$ cat src/sbcp_pkg.sv
package sbcp_pkg;

  // ****************************************************************
  // Register map (byte addresses, one aligned word each)
  // ****************************************************************
  localparam logic [7:0] CTRL_OFF = 8'h00;
  localparam logic [7:0] LEN_OFF = 8'h04;
  localparam logic [7:0] KEY_OFF = 8'h08;
  localparam logic [7:0] STAT_OFF = 8'h0C;
  localparam logic [7:0] IRQ_STAT_OFF = 8'h10;
  localparam logic [7:0] IRQ_EN_OFF = 8'h14;
  localparam logic [7:0] IRQ_CLR_OFF = 8'h18;
  localparam logic [7:0] RX_CNT_OFF = 8'h1C;

  // Control fields
  localparam int CTRL_COMPRESS_BIT = 0;
  localparam int CTRL_DECRYPT_BIT = 1;
  localparam int CTRL_RESTART_BIT = 2;
  localparam logic [2:0] CTRL_RESET = 3'h4;
  localparam logic [31:0] LEN_RESET = 32'h0000_0400;
  localparam logic [31:0] KEY_RESET = 32'h0000_0000;

  // Interrupt event bits
  localparam int IRQ_DONE_BIT = 0;
  localparam int IRQ_ERROR_BIT = 1;
  localparam int IRQ_USER_BIT = 2;
  localparam int IRQ_W = 3;

  // Strap code that picks the host-driven scheme
  localparam logic [2:0] STRAP_HOST_DRIVEN = 3'h2;

  // ****************************************************************
  // Timing
  // ****************************************************************
  localparam int CLK_MHZ = 100;
  localparam int FLASH_SCLK_MHZ = 25;
  localparam int FLASH_DIV = CLK_MHZ / FLASH_SCLK_MHZ;
  localparam logic [1:0] FLASH_DIV_LAST = 2'(FLASH_DIV - 1);
  localparam logic [1:0] FLASH_DIV_HALF = 2'(FLASH_DIV / 2);
  localparam int INIT_MIN_US = 20;
  localparam logic [13:0] INIT_CYCLES = 14'(INIT_MIN_US * CLK_MHZ);
  localparam int RESTART_MAX_US = 100;
  localparam int RESTART_CYCLES_DEF = RESTART_MAX_US * CLK_MHZ;
  localparam int TIMER_W = 14;

  // Compression: a 0 token stands for this many zeros, a 1 token
  // announces this many literal bits
  localparam logic [2:0] RUN_LEN = 3'h4;

  // Synchroniser reset value: request asserted, chip select high
  localparam int SYNC_W = 12;
  localparam logic [SYNC_W-1:0] SYNC_RESET = 12'h002;

  typedef enum logic [2:0] {
    ST_RESET,
    ST_LOAD,
    ST_INIT,
    ST_USER,
    ST_ERROR
  } sbcp_state_e;

  typedef struct packed {
    logic sclk_out;
    logic sclk_oe;
    logic sel_n;
    logic sel_oe;
    logic mosi;
    logic mosi_oe;
  } sbcp_flash_s;

  typedef struct packed {
    logic bit_val;
    logic valid;
  } sbcp_stream_s;

endpackage

$ cat src/sbcp_sync.sv
`timescale 1ns/1ns
module sbcp_sync #(
  parameter int W = 1,
  parameter logic [W-1:0] RST_VAL = '0
) (
  input wire logic clk,
  input wire logic rst_n,
  input wire logic [W-1:0] d,
  output logic [W-1:0] q
);

  logic [W-1:0] meta_reg;
  logic [W-1:0] q_reg;

  always_ff @(posedge clk or negedge rst_n)
  begin
    if (!rst_n)
    begin
      meta_reg <= RST_VAL;
      q_reg <= RST_VAL;
    end
    else
    begin
      meta_reg <= d;
      q_reg <= meta_reg;
    end
  end

  assign q = q_reg;

endmodule // sbcp_sync

$ cat src/sbcp_top.sv
// Register access over APB and the register addresses were decided locally.
`timescale 1ns/1ns
module sbcp_top #(
  parameter int RESTART_CYCLES = sbcp_pkg::RESTART_CYCLES_DEF
) (
  input wire logic pclk,
  input wire logic presetn,
  input wire logic psel,
  input wire logic penable,
  input wire logic pwrite,
  input wire logic [7:0] paddr,
  input wire logic [31:0] pwdata,
  output logic [31:0] prdata,
  output logic pready,
  output logic pslverr,
  input wire logic config_request_n,
  input wire logic chip_select_in_n,
  input wire logic [2:0] mode_strap_pins,
  input wire logic config_serial_clock_in,
  input wire logic serial_config_data,
  input wire logic config_status_n_in,
  output logic config_status_n_out,
  output logic config_status_n_oe,
  input wire logic config_complete_in,
  output logic config_complete_out,
  output logic config_complete_oe,
  output sbcp_pkg::sbcp_flash_s flash,
  input wire logic bridge_en,
  input wire logic bridge_sclk,
  input wire logic bridge_sel_n,
  input wire logic bridge_mosi,
  output logic bridge_miso,
  input wire logic frame_error,
  output sbcp_pkg::sbcp_stream_s cfg_stream,
  output logic user_mode,
  output logic irq
);

  // ****************************************************************
  // Pin synchronisers
  // ****************************************************************
  logic [sbcp_pkg::SYNC_W-1:0] pins_sync;
  logic req_n_s;
  logic cs_n_s;
  logic [2:0] strap_s;
  logic sclk_s;
  logic data_s;
  logic complete_s;
  logic br_en_s;
  logic br_sclk_s;
  logic br_sel_n_s;
  logic br_mosi_s;

  sbcp_sync #(
    .W(sbcp_pkg::SYNC_W),
    .RST_VAL(sbcp_pkg::SYNC_RESET)
  ) u_sync (
    .clk(pclk),
    .rst_n(presetn),
    .d({bridge_mosi, bridge_sel_n, bridge_sclk, bridge_en, config_complete_in,
        serial_config_data, config_serial_clock_in, mode_strap_pins, chip_select_in_n,
        config_request_n}),
    .q(pins_sync)
  );

  assign req_n_s = pins_sync[0];
  assign cs_n_s = pins_sync[1];
  assign strap_s = pins_sync[4:2];
  assign sclk_s = pins_sync[5];
  assign data_s = pins_sync[6];
  assign complete_s = pins_sync[7];
  assign br_en_s = pins_sync[8];
  assign br_sclk_s = pins_sync[9];
  assign br_sel_n_s = pins_sync[10];
  assign br_mosi_s = pins_sync[11];

  // ****************************************************************
  // Register state
  // ****************************************************************
  logic [2:0] ctrl_reg, ctrl_next;
  logic [31:0] len_reg, len_next;
  logic [31:0] key_reg, key_next;
  logic [sbcp_pkg::IRQ_W-1:0] irq_stat_reg, irq_stat_next;
  logic [sbcp_pkg::IRQ_W-1:0] irq_en_reg, irq_en_next;
  logic [31:0] prdata_reg, prdata_next;
  logic pslverr_reg, pslverr_next;

  // ****************************************************************
  // Configuration state
  // ****************************************************************
  sbcp_pkg::sbcp_state_e state_reg, state_next;
  logic host_mode_reg, host_mode_next;
  logic [1:0] div_reg, div_next;
  logic [sbcp_pkg::TIMER_W-1:0] timer_reg, timer_next;
  logic [31:0] bit_cnt_reg, bit_cnt_next;
  logic [31:0] rx_cnt_reg, rx_cnt_next;
  logic [2:0] zero_cnt_reg, zero_cnt_next;
  logic [2:0] lit_cnt_reg, lit_cnt_next;
  logic [4:0] key_idx_reg, key_idx_next;
  logic sclk_prev_reg, sclk_prev_next;
  sbcp_pkg::sbcp_stream_s stream_reg, stream_next;
  sbcp_pkg::sbcp_flash_s flash_reg, flash_next;
  logic miso_reg, miso_next;
  logic [sbcp_pkg::IRQ_W-1:0] events;

  logic setup_ph;
  logic wr_acc;
  logic rx_valid;
  logic as_active;
  logic emit;
  logic emit_bit;

  assign setup_ph = psel & ~penable;
  assign wr_acc = psel & penable & pwrite;

  // ****************************************************************
  // APB slave: zero wait states, read data captured in setup
  // ****************************************************************
  always_comb
  begin
    ctrl_next = ctrl_reg;
    len_next = len_reg;
    key_next = key_reg;
    irq_en_next = irq_en_reg;
    prdata_next = prdata_reg;
    pslverr_next = 1'b0;
    if (wr_acc)
    begin
      if (paddr == sbcp_pkg::CTRL_OFF)
        ctrl_next = pwdata[2:0];
      else if (paddr == sbcp_pkg::LEN_OFF)
        len_next = pwdata;
      else if (paddr == sbcp_pkg::KEY_OFF)
        key_next = pwdata;
      else if (paddr == sbcp_pkg::IRQ_EN_OFF)
        irq_en_next = pwdata[sbcp_pkg::IRQ_W-1:0];
    end
    if (setup_ph)
    begin
      prdata_next = 32'h0000_0000;
      if (paddr == sbcp_pkg::CTRL_OFF)
        prdata_next = {29'h0000_0000, ctrl_reg};
      else if (paddr == sbcp_pkg::LEN_OFF)
        prdata_next = len_reg;
      else if (paddr == sbcp_pkg::KEY_OFF)
        prdata_next = key_reg;
      else if (paddr == sbcp_pkg::STAT_OFF)
        prdata_next = {24'h00_0000, strap_s, cs_n_s, host_mode_reg, state_reg};
      else if (paddr == sbcp_pkg::IRQ_STAT_OFF)
        prdata_next = {29'h0000_0000, irq_stat_reg};
      else if (paddr == sbcp_pkg::IRQ_EN_OFF)
        prdata_next = {29'h0000_0000, irq_en_reg};
      else if (paddr == sbcp_pkg::IRQ_CLR_OFF)
        prdata_next = 32'h0000_0000;
      else if (paddr == sbcp_pkg::RX_CNT_OFF)
        prdata_next = rx_cnt_reg;
      else
        pslverr_next = 1'b1;
    end
    else
      pslverr_next = pslverr_reg;
    // Set wins over clear
    irq_stat_next = irq_stat_reg;
    if (wr_acc && paddr == sbcp_pkg::IRQ_CLR_OFF)
      irq_stat_next = irq_stat_next & ~pwdata[sbcp_pkg::IRQ_W-1:0];
    irq_stat_next = irq_stat_next | events;
  end

  always_ff @(posedge pclk or negedge presetn)
  begin
    if (!presetn)
    begin
      ctrl_reg <= sbcp_pkg::CTRL_RESET;
      len_reg <= sbcp_pkg::LEN_RESET;
      key_reg <= sbcp_pkg::KEY_RESET;
      irq_stat_reg <= '0;
      irq_en_reg <= '0;
      prdata_reg <= 32'h0000_0000;
      pslverr_reg <= 1'b0;
    end
    else
    begin
      ctrl_reg <= ctrl_next;
      len_reg <= len_next;
      key_reg <= key_next;
      irq_stat_reg <= irq_stat_next;
      irq_en_reg <= irq_en_next;
      prdata_reg <= prdata_next;
      pslverr_reg <= pslverr_next;
    end
  end

  assign pready = psel & penable;
  assign prdata = prdata_reg;
  assign pslverr = pready & pslverr_reg;
  assign irq = |(irq_stat_reg & irq_en_reg);

  // ****************************************************************
  // Serial capture, expansion and sequencing
  // ****************************************************************
  assign as_active = (state_reg == sbcp_pkg::ST_LOAD) & ~host_mode_reg & ~cs_n_s;

  always_comb
  begin
    state_next = state_reg;
    host_mode_next = host_mode_reg;
    div_next = div_reg;
    timer_next = timer_reg;
    bit_cnt_next = bit_cnt_reg;
    rx_cnt_next = rx_cnt_reg;
    zero_cnt_next = zero_cnt_reg;
    lit_cnt_next = lit_cnt_reg;
    key_idx_next = key_idx_reg;
    sclk_prev_next = sclk_s;
    stream_next = '0;
    flash_next = '0;
    flash_next.sel_n = 1'b1;
    miso_next = data_s;
    events = '0;
    rx_valid = 1'b0;
    emit = 1'b0;
    emit_bit = 1'b0;
    // Flash-master clock: one bit per divided period, taken before the fall
    if (as_active)
    begin
      div_next = (div_reg == sbcp_pkg::FLASH_DIV_LAST) ? 2'h0 : div_reg + 2'h1;
      flash_next.sclk_out = (div_next >= sbcp_pkg::FLASH_DIV_HALF);
      flash_next.sclk_oe = 1'b1;
      flash_next.sel_n = 1'b0;
      flash_next.sel_oe = 1'b1;
      flash_next.mosi_oe = 1'b1;
      rx_valid = (div_reg == sbcp_pkg::FLASH_DIV_LAST);
    end
    else
    begin
      div_next = 2'h0;
      if (state_reg == sbcp_pkg::ST_LOAD && host_mode_reg)
        rx_valid = sclk_s & ~sclk_prev_reg;
      if (br_en_s && !cs_n_s && state_reg != sbcp_pkg::ST_LOAD)
      begin
        flash_next.sclk_out = br_sclk_s;
        flash_next.sclk_oe = 1'b1;
        flash_next.sel_n = br_sel_n_s;
        flash_next.sel_oe = 1'b1;
        flash_next.mosi = br_mosi_s;
        flash_next.mosi_oe = 1'b1;
      end
    end
    if (rx_valid)
      rx_cnt_next = rx_cnt_reg + 32'h1;
    // Expander: zero runs, literal groups or plain pass-through
    if (zero_cnt_reg != 3'h0)
    begin
      emit = 1'b1;
      zero_cnt_next = zero_cnt_reg - 3'h1;
    end
    else if (rx_valid)
    begin
      if (!ctrl_reg[sbcp_pkg::CTRL_COMPRESS_BIT] || lit_cnt_reg != 3'h0)
      begin
        emit = 1'b1;
        emit_bit = data_s;
        if (lit_cnt_reg != 3'h0)
          lit_cnt_next = lit_cnt_reg - 3'h1;
      end
      else if (!data_s)
      begin
        emit = 1'b1;
        zero_cnt_next = sbcp_pkg::RUN_LEN - 3'h1;
      end
      else
        lit_cnt_next = sbcp_pkg::RUN_LEN;
    end
    if (emit)
    begin
      stream_next.valid = 1'b1;
      stream_next.bit_val = emit_bit ^ (ctrl_reg[sbcp_pkg::CTRL_DECRYPT_BIT] & key_reg[key_idx_reg]);
      key_idx_next = key_idx_reg + 5'h1;
      bit_cnt_next = bit_cnt_reg + 32'h1;
    end
    case (state_reg)
      sbcp_pkg::ST_RESET:
      begin
        if (req_n_s)
        begin
          host_mode_next = (strap_s == sbcp_pkg::STRAP_HOST_DRIVEN);
          state_next = sbcp_pkg::ST_LOAD;
        end
      end
      sbcp_pkg::ST_LOAD:
      begin
        if (frame_error)
        begin
          state_next = sbcp_pkg::ST_ERROR;
          timer_next = '0;
          events[sbcp_pkg::IRQ_ERROR_BIT] = 1'b1;
        end
        else if (emit && bit_cnt_next >= len_reg)
        begin
          state_next = sbcp_pkg::ST_INIT;
          timer_next = '0;
          events[sbcp_pkg::IRQ_DONE_BIT] = 1'b1;
        end
      end
      sbcp_pkg::ST_INIT:
      begin
        if (!complete_s)
          timer_next = '0;
        else if (timer_reg == sbcp_pkg::INIT_CYCLES - 14'h1)
        begin
          state_next = sbcp_pkg::ST_USER;
          events[sbcp_pkg::IRQ_USER_BIT] = 1'b1;
        end
        else
          timer_next = timer_reg + 14'h1;
      end
      sbcp_pkg::ST_USER:
      begin
        state_next = sbcp_pkg::ST_USER;
      end
      sbcp_pkg::ST_ERROR:
      begin
        if (ctrl_reg[sbcp_pkg::CTRL_RESTART_BIT])
        begin
          if (timer_reg == sbcp_pkg::TIMER_W'(RESTART_CYCLES - 1))
            state_next = sbcp_pkg::ST_LOAD;
          else
            timer_next = timer_reg + 14'h1;
        end
      end
      default:
        state_next = sbcp_pkg::ST_RESET;
    endcase
    // Leaving the load phase drops any half-expanded token
    if (state_next != sbcp_pkg::ST_LOAD || state_reg != sbcp_pkg::ST_LOAD)
    begin
      zero_cnt_next = 3'h0;
      lit_cnt_next = 3'h0;
    end
    if (state_reg != sbcp_pkg::ST_LOAD && state_next == sbcp_pkg::ST_LOAD)
    begin
      bit_cnt_next = 32'h0;
      rx_cnt_next = 32'h0;
      key_idx_next = 5'h0;
    end
    if (!req_n_s)
    begin
      state_next = sbcp_pkg::ST_RESET;
      timer_next = '0;
    end
  end

  always_ff @(posedge pclk or negedge presetn)
  begin
    if (!presetn)
    begin
      state_reg <= sbcp_pkg::ST_RESET;
      host_mode_reg <= 1'b0;
      div_reg <= 2'h0;
      timer_reg <= '0;
      bit_cnt_reg <= 32'h0;
      rx_cnt_reg <= 32'h0;
      zero_cnt_reg <= 3'h0;
      lit_cnt_reg <= 3'h0;
      key_idx_reg <= 5'h0;
      sclk_prev_reg <= 1'b0;
      stream_reg <= '0;
      flash_reg <= 6'h08;
      miso_reg <= 1'b0;
    end
    else
    begin
      state_reg <= state_next;
      host_mode_reg <= host_mode_next;
      div_reg <= div_next;
      timer_reg <= timer_next;
      bit_cnt_reg <= bit_cnt_next;
      rx_cnt_reg <= rx_cnt_next;
      zero_cnt_reg <= zero_cnt_next;
      lit_cnt_reg <= lit_cnt_next;
      key_idx_reg <= key_idx_next;
      sclk_prev_reg <= sclk_prev_next;
      stream_reg <= stream_next;
      flash_reg <= flash_next;
      miso_reg <= miso_next;
    end
  end

  // ****************************************************************
  // Open-drain pins and outputs
  // ****************************************************************
  assign config_status_n_out = 1'b0;
  assign config_status_n_oe = (state_reg == sbcp_pkg::ST_RESET) |
                              (state_reg == sbcp_pkg::ST_ERROR);
  assign config_complete_out = 1'b0;
  assign config_complete_oe = (state_reg != sbcp_pkg::ST_INIT) &
                              (state_reg != sbcp_pkg::ST_USER);
  assign flash = flash_reg;
  assign cfg_stream = stream_reg;
  assign bridge_miso = miso_reg;
  assign user_mode = (state_reg == sbcp_pkg::ST_USER);

endmodule // sbcp_top

$ cat config.mk
export PLATFORM = sky130hd
export DESIGN_NAME = sbcp_top
export DESIGN_NICKNAME = d
export VERILOG_FILES = /design/src/sbcp_pkg.sv /design/src/sbcp_sync.sv /design/src/sbcp_top.sv
export SDC_FILE = /design/constraint.sdc
export NUM_CORES = 1
export LEC_CHECK = 0
export BUFFER_PORTS_ARGS = -buffer_cell sky130_fd_sc_hd__buf_2
export CAP_MARGIN = 30
export CORE_ASPECT_RATIO = 1.5
export CORE_MARGIN = 3
export CORE_UTILIZATION = 30
export CTS_BUF_LIST = sky130_fd_sc_hd__clkbuf_8
export DETAILED_ROUTE_END_ITERATION = 16
export MAX_ROUTING_LAYER = met4
export PLACE_DENSITY = 0.49
export RECOVER_POWER = 100
export SLEW_MARGIN = 40
export SYNTH_ARGS = -nofsm -noshare
export SYNTH_HDL_FRONTEND = slang
export SYNTH_SLANG_ARGS = --single-unit
$ cat constraint.sdc
create_clock -name pclk -period 5.4 [get_ports pclk]
set_input_delay 0 -clock pclk [delete_from_list [all_inputs] [get_ports pclk]]
set_output_delay 0 -clock pclk [all_outputs]
set_load 0.01 [all_outputs]
== Word level (Yosys, flattened, before mapping) ==
Cells that the tools add are included.
Operators by class
  reductions and logical operators: 28
  multiplexer cells: 76
  $lt $le $gt $ge: 3
  equal/unequal tests: 29
  $add $sub $neg: 7
  bitwise logic cells: 22
Operator list (number)
  32-bit two-way mux: 12
  14-bit two-way mux: 7
  32-bit by 1-bit adder with 32-bit output (second input constant): 2
  3-bit two-way mux: 20
  14-bit one-hot mux with 3 select lines: 1
  8-bit by 5-bit == test with 1-bit output (second input constant): 4
  32-bit >= comparator: 1
  1-bit two-way mux: 26
  8-bit by 4-bit == test with 1-bit output (second input constant): 2
  3-bit one-hot mux with 5 select lines: 1
  14-bit by 1-bit adder with 14-bit output (second input constant): 1
  14-bit by 11-bit == test with 1-bit output (second input constant): 1
  14-bit == test (second input constant): 1
  3-bit by 2-bit inequality test with 1-bit output (second input constant): 4
  4-bit inequality test (second input constant): 3
  3-bit nonzero test: 4
  5-bit two-way mux: 2
  5-bit AND reduction: 2
  1-bit bitwise AND: 9
  3-bit by 2-bit == test with 1-bit output (second input constant): 3
  3-bit inequality test (second input constant): 3
  8-bit by 3-bit == test with 1-bit output (second input constant): 1
  8-bit zero test: 1
  2-bit two-way mux: 4
  other kinds (28): 50
Word-level totals
  output and inout bits: 49
  bits in registers: 235

== Logic depth before layout (Yosys ltp) ==
  depth after elaboration: 16
  gate-level depth with buffers: 19
  depth with buffers taken out: 17

== By module ==
A second synthesis with hierarchy kept.
Unflattened totals
  cells, all modules: 1140
  area total of the unflattened synthesis: 11642.4 sq um
Modules (own cells, without submodules)
  sbcp_top: cells each 1116, area each 11039.3 sq um, sequential area each 5233.8 sq um, times used 1
  sbcp_sync: cells each 24, area each 603.1 sq um, sequential area each 603.1 sq um, times used 1

== Worst setup path after synthesis ==
OpenSTA, ideal clock, no wires.
  kind: register to register
  start: register state_reg[1]
  end: register bit_cnt_reg[22]
  clock period less this slack: 4016 ps
  arrival: 3897 ps
  path buffers: 3
  required time: 5281 ps
  stages on the path, launching flop included: 19
  setup slack: 1384 ps
  cells stage by stage: dfrtp_1 buf_4 nor3b_4 o221ai_4 a2111oi_4 nand3_4 nor3_2 xnor2_1 inv_1 ha_1 nand4_1 nor2_1 a221oi_1 o211ai_1 a221oi_2 buf_4 nor2_4 buf_2 o21a_1
On the way
  cells in the longest elaborated chain, start to end: 15
  elaborated cells on any way between the ends: 27
Ends and longest elaborated chain
  from (decl): line sbcp_top.sv:91  | sbcp_pkg::sbcp_state_e state_reg, state_next;
  from (signal assigned): line sbcp_top.sv:357  | state_reg <= sbcp_pkg::ST_RESET;
  from (signal assigned): line sbcp_top.sv:373  | state_reg <= state_next;
  3-bit by 1-bit == test with 1-bit output: line sbcp_top.sv:201, sbcp_top.sv:237, sbcp_top.sv:281
  1-bit bitwise AND or 1-bit logical AND (tied branches): line sbcp_top.sv:201, sbcp_top.sv:237
  1-bit bitwise AND or 1-bit two-way mux (tied branches): line sbcp_top.sv:201, sbcp_top.sv:237
  1-bit two-way mux: line sbcp_top.sv:224  | if (as_active)
  1-bit two-way mux: line sbcp_top.sv:257  | else if (rx_valid)
  1-bit two-way mux: line sbcp_top.sv:252  | if (zero_cnt_reg != 3'h0)
  32-bit two-way mux: line sbcp_top.sv:274  | if (emit)
  32-bit >= comparator: line sbcp_top.sv:298  | else if (emit && bit_cnt_next >= len_reg)
  1-bit logical AND: line sbcp_top.sv:298
  3-bit two-way mux: line sbcp_top.sv:298
  3-bit two-way mux: line sbcp_top.sv:292  | if (frame_error)
  3-bit one-hot mux with 5 select lines: line sbcp_top.sv:281  | case (state_reg)
  3-bit by 1-bit == test with 1-bit output: line sbcp_top.sv:340  | if (state_reg != sbcp_pkg::ST_LOAD && state_next == sbcp_pkg::ST_LOAD)
  1-bit logical AND: line sbcp_top.sv:340
  32-bit two-way mux (*): line sbcp_top.sv:340
  named net bit_cnt_next[22]: line sbcp_top.sv:95  | logic [31:0] bit_cnt_reg, bit_cnt_next;
  to (signal assigned): line sbcp_top.sv:377  | bit_cnt_reg <= bit_cnt_next;
  to (decl): line sbcp_top.sv:95
The timed path passes the listed nets; every way through them passes the cells marked *.
A chain may end at the register's enable or synchronous reset.

== Worst setup path after layout ==
  start: register host_mode_reg
  end: register rx_cnt_reg[31]
On the way
  cells in the longest elaborated chain, start to end: 15
  elaborated cells on any way between the ends: 18
Ends and longest elaborated chain
  from (decl): line sbcp_top.sv:92  | logic host_mode_reg, host_mode_next;
  from (signal assigned): line sbcp_top.sv:374  | host_mode_reg <= host_mode_next;
  1-bit inverter: line sbcp_top.sv:201  | assign as_active = (state_reg == sbcp_pkg::ST_LOAD) & ~host_mode_reg & ~cs_n_s;
  1-bit bitwise AND (2 in a row): line sbcp_top.sv:201
  1-bit two-way mux (*): line sbcp_top.sv:224
  1-bit two-way mux: line sbcp_top.sv:257
  1-bit two-way mux: line sbcp_top.sv:252
  32-bit two-way mux: line sbcp_top.sv:274
  32-bit >= comparator: line sbcp_top.sv:298
  1-bit logical AND: line sbcp_top.sv:298
  3-bit two-way mux: line sbcp_top.sv:298
  3-bit two-way mux: line sbcp_top.sv:292
  3-bit one-hot mux with 5 select lines: line sbcp_top.sv:281
  3-bit by 1-bit == test with 1-bit output: line sbcp_top.sv:340
  1-bit logical AND: line sbcp_top.sv:340
  32-bit two-way mux or 2-bit nonzero test (tied branches)
  to (signal assigned): line sbcp_top.sv:378  | rx_cnt_reg <= rx_cnt_next;
  to (decl): line sbcp_top.sv:96  | logic [31:0] rx_cnt_reg, rx_cnt_next;
Mark *: on every way between the ends. The rest lies on a longest branch, timed or not.

==> results.json <==
{
  "crit_type": "flop to flop",
  "synthesis.area_um2": 11600,
  "hold_class": "input port to flop",
  "cp_cell_sequence": "and3b_1, o221ai_4, a2111oi_4, nand3_1, nor3_1, xnor2_1, inv_1, ha_1, nand4_1, nor2_1, a221oi_1, o211ai_1, a221oi_2, o21ba_1, buf_12, nor2_1",
  "clock_skew_ns": 0.0229,
  "period_needed_ns": 4.77,
  "whs_endpoint": "irq_stat_reg[0]",
  "first_global_vias": 9384,
  "firstDrtPassIters": 6,
  "rows": 87,
  "vias": 9033,
  "postCtsSetupRepairBufs": 0,
  "die_w_um": 167,
  "clk_pin_slew_ns": 0.06,
  "fin_setup_tns_ns": 0,
  "grt_overflow": 0,
  "hold_path_depth": 5,
  "hold_path_startpoint": "pwrite",
  "die-height_um": 247,
  "arrival_ns": 5.21,
  "drt-wirelength-per-cell_um": 18.3,
  "cts.sinks": 233,
  "period_share_pct": 88.4,
  "core_um2": 37900,
  "drv_slew": 301,
  "design_area_um2": 14100,
  "synthCells": 1092,
  "cp_num_buf_inv": 2,
  "yosys.area.top_type": "dfrtp_1",
  "cp-start-kind": "flop",
  "reg2reg_depth": 16,
  "nNetsFinal": 1374,
  "power_mw": 3.80,
  "grt.total_usage_pct": 16.4,
  "ioPinCount": 108,
  "grt_max_degree": 129,
  "avgSynthCellArea_um2": 10.6,
  "grt_setup_unrepaired": "false",
  "synth-seq-cells": 233,
  "critPathSlowestCell": "a221oi_2",
  "place.gp.congestion": 0.818,
  "synthToLayoutAreaGrowth_pct": 21.3,
  "numCtsBuffers": 43,
  "tightest_slew_ns": 3.27,
  "portBuffers": 104,
  "clock-root-buffer": "clkbuf_8",
  "max_freq_mhz": 210,
  "power_density_nw_per_um2": 270,
  "htreeDepth": 2,
  "insertion_delay_ns": 0.57,
  "status": "finished with violations",
  "dpl.hpwl_mm": 23.5,
  "critPathRequiredTime_ns": 5.84,
  "routed_wl_mm": 32.9,
  "crit_path_frequent_cell": "nor2_1",
  "yosysWarnings": 0,
  "drive_gt1_share_pct": 17.9,
  "start_util_pct": 30.7,
  "netlist-cell-type-count": 66,
  "ir_drop_mv": 0.200,
  "antenna_found_initial": 2,
  "vias_per_cell": 5.03,
  "crit_family": "compound AO/OA/AOI/OAI gates",
  "violations": "max-capacitance violations, max-slew violations",
  "synth_top_area_share_pct": 49.1,
  "rr_endpoint": "rx_cnt_reg[31]",
  "synth_edf_count": 0,
  "yosys-top-cells-area": "dfrtp_1, mux2_2, ha_1, nand2_1, nor2_1",
  "cts_resized": 0,
  "ys.flop_type": "dfrtp_1",
  "slew_headroom_pct": -118,
  "detail-route-antenna-nets": 0,
  "first_iter_violations": 460,
  "path_max_fanout": 42,
  "clk_path_buf_depth": 3,
  "hold_viol": 0,
  "synth-async-reset-ratio_pct": 100,
  "setup_viol": 0,
  "worstSetupEndpointType": "flop",
  "place_area_um2": 12700,
  "drc": 0,
  "seq_area_frac_synth_pct": 50.3,
  "slowest_delay_ns": 0.60,
  "reg2reg_from": "host_mode_reg",
  "reg2reg_slack_ns": 0.63,
  "leakage_nw": 6.34,
  "die_area_um2": 41200,
  "tritoncts": "done",
  "grt_pass1_wl_mm": 52.1,
  "cap_violations": 5
}
-- report_power, final --
part	switching (mW)	internal (mW)	leakage [nW]
clock	0.752	0.954	0.495
combinational	0.173	0.0997	2.73
sequential	0.0348	1.79	3.12
-- stage by stage --
stage / hold slack, ns / setup WS (ns) / instances / util, %
floorplan: -0.296 / 1.38 / 1093 / -
global placement: 0.106 / 0.850 / 1655 / 33.5
detailed placement: -0.0355 / 0.782 / 1657 / 33.6
CTS: 0.00430 / 0.764 / 1793 / 37.6
global route: 0.0127 / 0.204 / 1795 / 37.2
finish: 0.0105 / 0.627 / 1795 / 37.2
-- how the worst max path moves through the flow --
stage	from	endpoint	slack (ns)	cells after the start
after floorplan	state_reg[1]	bit_cnt_reg[22]	1.38	18
after global placement	host_mode_reg	rx_cnt_reg[23]	0.85	15
after detailed placement	host_mode_reg	rx_cnt_reg[31]	0.78	15
after CTS	host_mode_reg	rx_cnt_reg[31]	0.76	15
after global routing	div_reg[0]	rx_cnt_reg[31]	0.20	18
final	host_mode_reg	rx_cnt_reg[31]	0.63	16
-- cell type report --
type | count | area [um2]
fill | 3875 | 23800
tap | 489 | 612
clock inverter | 17 | 78.8
timing repair buffer | 182 | 1190
multi-input combinational | 763 | 5380
antenna | 2 | 5.00
inverter | 51 | 191
clock buffer | 58 | 798
sequential | 233 | 5840
-- synth_stat cells (all sizes together) (11+ instances only) --
cell,n
a21oi,25
a22oi,19
a31oi,26
and3,20
buf,20
clkbuf,26
dfrtp,228
ha,41
inv,51
mux2,70
nand2,115
nand2b,11
nand3,34
nand4,23
nor2,102
nor3,23
o21a,29
o21ai,31
xnor2,29
xor2,38
-- cell usage in the layout (no fill, tap or decap), types with 5 or more instances in the layout --
cell,netlist,routed
clkbuf_1,26,56
o22ai_1,10,10
a22oi_1,19,19
dfstp_2,5,5
and4_1,6,6
nor2_1,101,100
nand4_1,23,23
nand3_1,33,34
and2_1,8,7
o21ai_0,31,31
nand2_1,115,114
clkbuf_8,0,58
mux2i_1,5,5
nor2b_1,10,9
nor3_1,21,21
a21oi_1,25,25
and3_1,20,20
a222oi_1,8,8
clkinv_2,0,5
inv_1,51,61
mux2_2,70,69
xnor2_1,29,29
nor4_1,10,9
o31ai_1,6,6
mux4_2,10,10
a221oi_1,9,9
o21a_1,29,29
a31oi_1,26,26
dfrtp_1,228,228
buf_4,10,10
ha_1,41,41
nand2b_1,11,10
xor2_1,38,38
buf_2,5,53
dlygate4sd3_1,0,60
-- worst min-delay path, delay by kind of cell --
kind,cells,cell delay (ns)
AND/OR/NAND/NOR,3,0.34
AO/OA/AOI/OAI,1,0.10
buffers and inverters,1,0.10
-- repair_timing --
action,CTS,global route
hold endpoints to repair,328,0
hold buffers,61,0
endpoints found under the setup margin,0,0
-- metal layers --
layer | part of all wire (%) | GRT usage [%] | up-vias
met2 | 52 | 29.2 | 224
met5 | 0 | - | -
li1 | - | - | 4256
met1 | 40 | 18.3 | 4482
met3 | 4.4 | 2.78 | 71
met4 | 4.1 | 6.68 | 0
-- kinds of logic (layout without fill, tap and decap cells) --
family	after synthesis	after routing	share of synthesized area, %
AND/OR/NAND/NOR	380	380	16.0
flip-flops	233	233	50.3
AO/OA/AOI/OAI	188	188	11.6
buffers and inverters	97	308	3.58
multiplexers	85	85	9.16
XOR/XNOR	67	67	5.05
adder cells (fa/ha/maj)	41	41	4.42
other	1	4	0.0323
Power figures use the tool's default switching activity.
